### config.mk
export PLATFORM = sky130hd
export DESIGN_NAME = dcsc_clock_ctrl
export DESIGN_NICKNAME = d
export VERILOG_FILES = /design/src/rtl/dcsc_pkg.sv /design/src/rtl/dcsc_clock_ctrl.sv
export VERILOG_INCLUDE_DIRS = /design/src /design/src/rtl
export SDC_FILE = /design/constraint.sdc
export NUM_CORES = 1
export LEC_CHECK = 0
export BUFFER_PORTS_ARGS = -buffer_cell sky130_fd_sc_hd__buf_2
export CORE_MARGIN = 10
export CORE_UTILIZATION = 35
export DETAILED_ROUTE_END_ITERATION = 7
export PLACE_DENSITY = 0.79
export SYNTH_ARGS = -nofsm -noshare
export SYNTH_HDL_FRONTEND = slang
export SYNTH_SLANG_ARGS = --single-unit
### constraint.sdc
create_clock -name clk_i -period 5.1 [get_ports clk_i]
set_input_delay 1.53 -clock clk_i [delete_from_list [all_inputs] [get_ports clk_i]]
set_output_delay 1.53 -clock clk_i [all_outputs]
set_load 0.05 [all_outputs]
### src/rtl/dcsc_regs.svh
// Register offsets, field positions and option codes for the clock source control.
// Assumes inclusion by bare name from the package and the design module.
`ifndef DCSC_REGS_SVH
`define DCSC_REGS_SVH
`define DCSC_ADR_CTRL 8'h00
`define DCSC_ADR_CMD 8'h04
`define DCSC_ADR_STATUS 8'h08
`define DCSC_CTRL_BOOST 0
`define DCSC_CTRL_FAST 1
`define DCSC_CMD_FAST 0
`define DCSC_CMD_SLOW 1
`define DCSC_CMD_HALT 2
`define DCSC_CMD_STOP 3
`define DCSC_ST_FAST 0
`define DCSC_ST_HALT 1
`define DCSC_ST_STOP 2
`define DCSC_ST_SWITCH 3
`define DCSC_ST_SLOW_EN 4
`define DCSC_ST_FAST_EN 5
`define DCSC_ST_GATE 6
`define DCSC_MODE_FAST 2'b01
`define DCSC_MODE_SLOW 2'b10
`define DCSC_MODE_DUAL 2'b11
`define DCSC_SLOW_XTAL 1'b1
`define DCSC_FAST_500K 1'b1
`define DCSC_ZERO32 32'h0000_0000
`endif

### src/rtl/dcsc_pkg.sv
// Types shared by the clock source control and its surroundings.
// Assumes the register header is on the include path.
`include "dcsc_regs.svh"
package dcsc_pkg;
  // Switch sequencer states, one-hot.
  typedef enum logic [2:0] {
    DCSC_RUN = 3'b001,
    DCSC_DRAIN = 3'b010,
    DCSC_ARM = 3'b100
  } dcsc_state_t;

  // Classic Wishbone request from the master.
  typedef struct packed {
    logic cyc;
    logic stb;
    logic we;
    logic [7:0] adr;
    logic [3:0] sel;
    logic [31:0] dat;
  } dcsc_wb_req_t;
endpackage

### src/rtl/dcsc_clock_ctrl.sv
// Clock source selection, gating and oscillator control for a small controller.
// Assumes oscillator levels arrive asynchronously and wake_i comes from clk_i logic.
`timescale 1ns/10ps
`default_nettype none
`include "dcsc_regs.svh"
module dcsc_clock_ctrl #(
  parameter logic [1:0] CLK_MODE = `DCSC_MODE_DUAL,
  parameter logic SLOW_SRC = `DCSC_SLOW_XTAL,
  parameter logic FAST_FREQ = `DCSC_FAST_500K
) (
  // Clock and reset.
  input wire logic clk_i,
  input wire logic rst_i,
  // Wishbone slave.
  input wire dcsc_pkg::dcsc_wb_req_t wb_req_i,
  output logic [31:0] wb_dat_o,
  output logic wb_ack_o,
  // Oscillator pins and sources.
  input wire logic osc_input_pin_i,
  output logic osc_output_pin_o,
  input wire logic fast_osc_i,
  // Oscillator controls.
  output logic slow_osc_en_o,
  output logic fast_osc_en_o,
  output logic drive_boost_o,
  output logic slow_is_xtal_o,
  output logic fast_500k_o,
  // Wake from halt or stop, one-cycle pulse.
  input wire logic wake_i,
  // Gated system base clock level.
  output logic base_clk_o
);
  import dcsc_pkg::*;

  // Refuse option codes that the selection logic has no path for.
  generate
    if (CLK_MODE != `DCSC_MODE_FAST && CLK_MODE != `DCSC_MODE_SLOW &&
        CLK_MODE != `DCSC_MODE_DUAL) begin : g_bad_mode
      $error("CLK_MODE must be fast-only, slow-only or dual");
    end
  endgenerate

  localparam logic HAS_FAST = CLK_MODE[0];
  localparam logic HAS_SLOW = CLK_MODE[1];

  logic ack_q;
  logic acc;
  logic wr;
  logic boost_q;
  logic want_fast_q;
  logic halt_q;
  logic stop_q;
  logic slow_s1_q, slow_s2_q, fast_s1_q, fast_s2_q;
  logic slow_lvl, fast_lvl, cur_lvl, tgt_fast, tgt_lvl, need_off;
  logic cur_fast_q;
  logic gate_q;
  logic base_q;
  logic osc_drv_q;
  dcsc_state_t state_q;

  // A write lands only on the edge where the master sees ack, as classic cycles require.
  assign acc = wb_req_i.cyc & wb_req_i.stb;
  assign wr = acc & wb_req_i.we & ack_q;

  // Ack one cycle after the request, dropped the cycle after.
  always_ff @(posedge clk_i) begin
    if (rst_i) begin
      ack_q <= 1'b0;
    end else begin
      ack_q <= acc & ~ack_q;
    end
  end
  assign wb_ack_o = ack_q;

  // Control register: boost flag and requested source.
  always_ff @(posedge clk_i) begin
    if (rst_i) begin
      boost_q <= 1'b0;
      want_fast_q <= HAS_FAST;
    end else if (wr && wb_req_i.adr == `DCSC_ADR_CTRL && wb_req_i.sel[0]) begin
      boost_q <= wb_req_i.dat[`DCSC_CTRL_BOOST];
      want_fast_q <= wb_req_i.dat[`DCSC_CTRL_FAST] & HAS_FAST;
    end else if (wr && wb_req_i.adr == `DCSC_ADR_CMD && wb_req_i.sel[0]) begin
      if (wb_req_i.dat[`DCSC_CMD_FAST] && HAS_FAST) begin
        want_fast_q <= 1'b1;
      end else if (wb_req_i.dat[`DCSC_CMD_SLOW] && HAS_SLOW) begin
        want_fast_q <= 1'b0;
      end
    end
  end

  // Halt and stop states; a command in the same cycle as a wake wins.
  always_ff @(posedge clk_i) begin
    if (rst_i) begin
      halt_q <= 1'b0;
      stop_q <= 1'b0;
    end else if (wr && wb_req_i.adr == `DCSC_ADR_CMD && wb_req_i.sel[0] &&
                 (wb_req_i.dat[`DCSC_CMD_HALT] || wb_req_i.dat[`DCSC_CMD_STOP])) begin
      halt_q <= wb_req_i.dat[`DCSC_CMD_HALT] & ~wb_req_i.dat[`DCSC_CMD_STOP];
      stop_q <= wb_req_i.dat[`DCSC_CMD_STOP];
    end else if (wake_i) begin
      halt_q <= 1'b0;
      stop_q <= 1'b0;
    end
  end

  // Register read data; unmapped addresses read as zero.
  always_ff @(posedge clk_i) begin
    if (rst_i) begin
      wb_dat_o <= `DCSC_ZERO32;
    end else begin
      wb_dat_o <= `DCSC_ZERO32;
      if (acc && !ack_q) begin
        case (wb_req_i.adr)
          `DCSC_ADR_CTRL: begin
            wb_dat_o[`DCSC_CTRL_BOOST] <= boost_q;
            wb_dat_o[`DCSC_CTRL_FAST] <= want_fast_q;
          end
          `DCSC_ADR_STATUS: begin
            wb_dat_o[`DCSC_ST_FAST] <= cur_fast_q;
            wb_dat_o[`DCSC_ST_HALT] <= halt_q;
            wb_dat_o[`DCSC_ST_STOP] <= stop_q;
            wb_dat_o[`DCSC_ST_SWITCH] <= (state_q != DCSC_RUN);
            wb_dat_o[`DCSC_ST_SLOW_EN] <= slow_osc_en_o;
            wb_dat_o[`DCSC_ST_FAST_EN] <= fast_osc_en_o;
            wb_dat_o[`DCSC_ST_GATE] <= gate_q;
          end
          default: begin
            wb_dat_o <= `DCSC_ZERO32;
          end
        endcase
      end
    end
  end

  // Oscillator enables follow the build option and the stop state.
  assign slow_osc_en_o = HAS_SLOW & ~stop_q;
  assign fast_osc_en_o = HAS_FAST & ~stop_q;
  assign drive_boost_o = boost_q & SLOW_SRC;
  assign slow_is_xtal_o = SLOW_SRC;
  assign fast_500k_o = FAST_FREQ;

  // Two-flop synchronisers for the free-running oscillator levels.
  always_ff @(posedge clk_i) begin
    if (rst_i) begin
      slow_s1_q <= 1'b0;
      slow_s2_q <= 1'b0;
      fast_s1_q <= 1'b0;
      fast_s2_q <= 1'b0;
    end else begin
      slow_s1_q <= osc_input_pin_i;
      slow_s2_q <= slow_s1_q;
      fast_s1_q <= fast_osc_i;
      fast_s2_q <= fast_s1_q;
    end
  end

  // Inverting crystal amplifier output; held low when the oscillator is off.
  always_ff @(posedge clk_i) begin
    if (rst_i) begin
      osc_drv_q <= 1'b0;
    end else begin
      osc_drv_q <= slow_osc_en_o & ~slow_s2_q;
    end
  end
  assign osc_output_pin_o = osc_drv_q;

  // Levels are used unmasked, so a stop lets the running phase end on its own edge.
  assign slow_lvl = slow_s2_q;
  assign fast_lvl = fast_s2_q;
  assign cur_lvl = cur_fast_q ? fast_lvl : slow_lvl;
  // Halt forces slow in dual builds; single-source builds have one choice.
  assign tgt_fast = HAS_FAST & (~HAS_SLOW | (want_fast_q & ~halt_q));
  assign tgt_lvl = tgt_fast ? fast_lvl : slow_lvl;
  assign need_off = stop_q | (tgt_fast != cur_fast_q);

  // Switch sequencer: the gate only opens or closes while the source is low,
  // so no phase is cut short, at the price of up to one source period of idle.
  always_ff @(posedge clk_i) begin
    if (rst_i) begin
      state_q <= DCSC_RUN;
      cur_fast_q <= HAS_FAST & ~HAS_SLOW;
      gate_q <= 1'b0;
    end else begin
      case (state_q)
        DCSC_RUN: begin
          if (!gate_q && !cur_lvl && !stop_q) begin
            gate_q <= 1'b1;
          end else if (need_off && gate_q && !cur_lvl) begin
            gate_q <= 1'b0;
            state_q <= DCSC_DRAIN;
          end
        end
        DCSC_DRAIN: begin
          cur_fast_q <= tgt_fast;
          state_q <= DCSC_ARM;
        end
        DCSC_ARM: begin
          if (tgt_fast != cur_fast_q) begin
            state_q <= DCSC_DRAIN;
          end else if (!stop_q && !cur_lvl) begin
            gate_q <= 1'b1;
            state_q <= DCSC_RUN;
          end
        end
        default: begin
          state_q <= DCSC_RUN;
          gate_q <= 1'b0;
        end
      endcase
    end
  end

  // Registered base clock level from the gated source.
  always_ff @(posedge clk_i) begin
    if (rst_i) begin
      base_q <= 1'b0;
    end else begin
      base_q <= gate_q & cur_lvl;
    end
  end
  assign base_clk_o = base_q;
endmodule
`default_nettype wire

After elaboration in Yosys (flattened, before gate mapping)

Cells that the tools add are included.

Register bits after elaboration: 48
Bits in latches: 0
RAM bits: 0
Bits in read-only memories: 0
Output and inout port bits: 40
Memories: 0

$add $sub $neg: 0
Multipliers: 0
Divide/modulo/power cells: 0
Order comparisons: 0
Eq/ne operators: 13
Shift operators: 0
Muxes and demuxes: 19
Bitwise operators: 17
Reduce and logical (&&, ||, !) cells: 25

Operators with widths:

| cell                                           | count |
|---|---|
| two-way mux 1 bit                              | 12 |
| two-way mux 3 bit                              | 4 |
| logical AND 1 bit                              | 11 |
| case mux 3 bit (3 select lines)                | 1 |
| bitwise AND 1 bit                              | 8 |
| == test 8 x 3 -> 1 bit (second input constant) | 1 |
| == test 8 x 4 -> 1 bit (second input constant) | 1 |
| zero test 8 bit                                | 1 |
| != test 2 bit (second input constant)          | 4 |
| NOT 1 bit                                      | 8 |
| != test 3 bit (second input constant)          | 2 |
| zero test 1 bit                                | 4 |
| case mux 2 bit (2 select lines)                | 1 |
| AND reduction 4 bit                            | 1 |
| nonzero test 2 bit                             | 2 |
| == test 3 x 1 -> 1 bit (second input constant) | 1 |
| == test 3 x 2 -> 1 bit (second input constant) | 1 |
| == test 3 bit (second input constant)          | 1 |
| != test 3 x 1 -> 1 bit (second input constant) | 1 |
| case mux 1 bit (3 select lines)                | 1 |
| AND reduction 3 bit                            | 1 |
| nonzero test 3 bit                             | 1 |
| OR reduction 3 bit                             | 1 |
| AND reduction 2 bit                            | 1 |
| 4 further kinds                                | 4 |

Longest topological paths before layout

Depth after elaboration: 9
Gate-level depth with buffers: 6
Gate-level depth less buffers: 5

Worst setup path before layout

No wires, ideal clock.

Path kind: input to register
Start point: input port wb_req_i[41] (netlist bit)
End point: register stop_q
Library setup time: 0.128 ns
Data arrival time: 2.752 ns
Required time: 4.972 ns
Setup slack: 2.221 ns
Stages on the path: 5
Path through: or4_4 nor4_4 nand2_1 a32oi_1 nor2_1

Cells in the longest elaborated chain, start to end: 5

RTL lines:

| item                                                    | line                   | RTL |
|---|---|---|
| start: declaration                                      | dcsc_clock_ctrl.sv:15  | `input wire dcsc_pkg::dcsc_wb_req_t wb_req_i,` |
| == test 8 x 3 -> 1 bit (no line) *                      | -                      |  |
| logical AND 1 bit (no line) *                           | -                      |  |
| logical AND 1 bit * (2 in series)                       | dcsc_clock_ctrl.sv:97  | `` end else if (wr && wb_req_i.adr == `DCSC_ADR_CMD && wb_req_i.sel[0] && `` |
| two-way mux 1 bit or nonzero test 2 bit (tied branches) | -                      |  |
| end signal: assignment                                  | dcsc_clock_ctrl.sv:100 | `` stop_q <= wb_req_i.dat[`DCSC_CMD_STOP]; `` |
| end: declaration                                        | dcsc_clock_ctrl.sv:52  | `logic stop_q;` |

Every way passes the cells marked *; elsewhere a longest branch is shown, timed or not.
A chain may end at the register's enable or synchronous reset.

Worst setup path after layout

Start point: register stop_q
End point: output port fast_osc_en_o

Cells in the longest elaborated chain, start to end: 1

RTL lines:

| item             | line                   | RTL |
|---|---|---|
| NOT 1 bit        | dcsc_clock_ctrl.sv:138 | `assign fast_osc_en_o = HAS_FAST & ~stop_q;` |
| end: declaration | dcsc_clock_ctrl.sv:24  | `output logic fast_osc_en_o,` |

No other way between the ends.

==> load_flow_metrics.sql <==
INSERT INTO impl_metrics (metric_group, metric, value, unit) VALUES
('drt', 'initialDrtViolationCount', '58', ''),
('pwr', 'power_switching', '169', 'uW'),
('final_layout', 'antenna-diode-count', '0', ''),
('critical_path', 'crit_type', 'reg -> out', ''),
('critical_path', 'cp_num_cells', '2', ''),
('synthesis', 'synth-main-ff-cell', 'sky130_fd_sc_hd__dfxtp_1', ''),
('final_layout', 'num-fill-cells', '327', ''),
('timing', 'setup_viol_count_final', '0', ''),
('timing', 'max-slew-margin-rel', '62.8', '%'),
('critical_path', 'top_family_by_delay_on_critical_path', 'flip-flops', ''),
('pwr', 'combinationalPowerShare', '30.8', '%'),
('clock_tree', 'cts_resized', '0', ''),
('critical_path', 'critical_path.slowest_cell', 'sky130_fd_sc_hd__dfxtp_1', ''),
('final_layout', 'final_cell_area', '0.00131', 'mm2'),
('synthesis', 'synth-seq-area-share', '37.5', '%'),
('synthesis', 'synthesis_warning_total', '0', ''),
('synthesis', 'ys_seq_elements', '22', ''),
('clock_tree', 'clock_pin_slew_on_the_worst_setup_and_hold_paths', '120', 'ps'),
('placement', 'place.detailed.hpwl', '2090', 'um'),
('timing', 'grt_setup_unrepaired', 'false', ''),
('pwr', 'p_int', '316', 'uW'),
('synthesis', 'synth_edf_count', '0', ''),
('global_route', 'via_count_of_the_first_global_routing_pass', '931', ''),
('critical_path', 'path_cells', 'inv_1 > buf_2', ''),
('final_layout', 'most_common_cell_after_layout_fill_and_taps_aside', 'sky130_fd_sc_hd__buf_2', ''),
('timing', 'fmax', '361', 'MHz'),
('flow_run', 'max_cap_viol_count', '0', ''),
('global_route', 'busiest_layer', 'met2', ''),
('clock_tree', 'post_cts_hold_buffer_count', '0', ''),
('timing', 'tightestPinTransition', '542', 'ps'),
('drt', 'avgRoutedWirePerCell', '12.0', 'um'),
('critical_path', 'required', '3570', 'ps'),
('critical_path', 'crit_path_end_kind', 'primary output', ''),
('timing', 'timing.final.ws_setup', '2330', 'ps'),
('timing', 'final-hold-violation-count', '0', ''),
('synthesis', 'synthesis.area', '0.00117', 'mm2'),
('placement', 'dp_worst_setup_slack', '2040', 'ps'),
('global_route', 'grt_usage', '7.92', '%'),
('critical_path', 'reg2regPathDepth', '5', ''),
('die', 'initial_utilization', '37.6', '%'),
('final_layout', 'layout_common_cells', 'sky130_fd_sc_hd__buf_2, sky130_fd_sc_hd__conb_1, sky130_fd_sc_hd__dfxtp_1', ''),
('global_route', 'leftover_overflow_at_the_end_of_global_routing', '0', ''),
('clock_tree', 'tritoncts.num_buffers', '3', ''),
('critical_path', 'timing.critical_path.slowest_cell_delay', '540', 'ps'),
('outcome', 'run_status', 'finished, final reports clean', ''),
('critical_path', 'startpoint_type', 'flop', ''),
('die', 'die_area', '0.00607', 'mm2'),
('timing', 'slew_viol_final', '0', ''),
('critical_path', 'cp_num_buf_inv', '2', ''),
('placement', 'io_buffers', '33', ''),
('clock_tree', 'ctsLongestPathBuffers', '2', ''),
('critical_path', 'cp-endpoint', 'fast_osc_en_o', ''),
('global_route', 'globalRouteMet1Util', '7.80', '%'),
('final_layout', 'nets', '216', ''),
('drt', 'dr.pass1.iters', '4', ''),
('die', 'dieWidth', '77.9', 'um'),
('timing', 'post-route-min-period', '2770', 'ps'),
('die', 'io_pins', '92', ''),
('drt', 'drt-vias-per-instance', '4.33', ''),
('critical_path', 'startpoint', 'stop_q$_SDFFE_PP0P_', ''),
('critical_path', 'arrival_worst_endpoint', '1240', 'ps'),
('drt', 'drt.antenna.violating_nets', '0', ''),
('critical_path', 'regToRegEndpoint', 'gate_q$_SDFFE_PP0P_', ''),
('global_route', 'number_of_antenna_violations_at_the_first_check_in_global_routing', '0', ''),
('critical_path', 'critical_path.max_fanout', '9', ''),
('pwr', 'clock_power_share', '27.6', '%'),
('die', 'fp.dieH', '77.9', 'um'),
('pwr', 'pwr-share-seq', '41.6', '%'),
('die', 'floorplan.core_area', '0.00313', 'mm2'),
('clock_tree', 'clock_tree.root_cell', 'sky130_fd_sc_hd__clkbuf_4', ''),
('global_route', 'grt_pass1_wl', '4060', 'um');
## how the worst min path moves through the flow
| stage | endpoint | from | depth (start not counted) | slack, ps |
|---|---|---|---|---|
| floorplan | fast_lvl$_SDFF_PP0_ | fast_s1_q$_SDFF_PP0_ | 1 | 410 |
| global placement | slow_lvl$_SDFF_PP0_ | slow_s1_q$_SDFF_PP0_ | 1 | 420 |
| detailed placement | slow_lvl$_SDFF_PP0_ | slow_s1_q$_SDFF_PP0_ | 1 | 430 |
| CTS | slow_lvl$_SDFF_PP0_ | slow_s1_q$_SDFF_PP0_ | 1 | 460 |
| global route | slow_lvl$_SDFF_PP0_ | slow_s1_q$_SDFF_PP0_ | 1 | 460 |
| finish | slow_lvl$_SDFF_PP0_ | slow_s1_q$_SDFF_PP0_ | 1 | 450 |
## flip-flops by register name, indices dropped and copies added (netlist names)
signal,flops
want_fast_q,1
cur_fast_q,1
osc_output_pin_o,1
drive_boost_o,1
fast_lvl,1
base_clk_o,1
halt_q,1
slow_s1_q,1
fast_s1_q,1
stop_q,1
wb_dat_o,6
state_q,3
gate_q,1
slow_lvl,1
wb_ack_o,1
## routing by layer
metal / share of wire [%] / wire length, um / vias to the layer above
li1: - / - / 460
met2: 50 / 1240 / 32
met4: 0.81 / 20 / 0
met1: 42 / 1050 / 402
met5: 0 / 0 / -
met3: 6.9 / 171 / 3
## power by group through the flow
stage                     registers, uW  clock network [uW]  logic, uW
after floorplan                     205                   0        140
after global placement              205                   0        148
after detailed placement            205                   0        149
after CTS                           201                 137        149
after global routing                205                 146        166
final                               202                 134        149
## Yosys cell counts, types with 4 or more instances
| cell type | n | area [um2] |
|---|---|---|
| sky130_fd_sc_hd__nand2_1 | 8 | 30.0 |
| sky130_fd_sc_hd__nor2b_1 | 9 | 56.3 |
| sky130_fd_sc_hd__buf_4 | 29 | 218 |
| sky130_fd_sc_hd__mux2i_1 | 6 | 60.1 |
| sky130_fd_sc_hd__nor2_1 | 16 | 60.1 |
| sky130_fd_sc_hd__nor3_1 | 4 | 20.0 |
| sky130_fd_sc_hd__inv_1 | 4 | 15.0 |
| sky130_fd_sc_hd__dfxtp_1 | 22 | 440 |
## cells by family (layout without fill, tap and decap cells)
logic type                Yosys count  after routing  synth area share [%]
and+or+nand+nor                    49             49                  24.1
buffers and inverters              36             41                  20.9
DFF                                22             22                  37.5
AOI/OAI and AO/OA                  16             16                  10.3
muxes                               6              6                  5.11
other                               2             27                 0.639
xor gates and xnor gates            2              2                  1.49
## cell type report
| cell class | count | area [um2] | share of cell area (%) |
|---|---|---|---|
| clock inverters | 1 | 30.0 | 2.29 |
| multi-input cells | 100 | 583 | 44.5 |
| clock buffers | 3 | 22.5 | 1.72 |
| inverters | 4 | 15.0 | 1.15 |
| flip-flops and latches | 22 | 440 | 33.6 |
| repair buffers | 33 | 165 | 12.6 |
| well taps | 44 | 55.1 | 4.20 |
## stage by stage
stage | instances | power [uW] | hold slack [ps]
2_1_floorplan | 158 | 345 | 414
3_3_place_gp | 203 | 353 | 423
3_5_place_dp | 203 | 354 | 428
4_1_cts | 207 | 488 | 458
5_1_grt | 207 | 517 | 464
6_report | 207 | 485 | 451
Power figures use the tool's default switching activity.
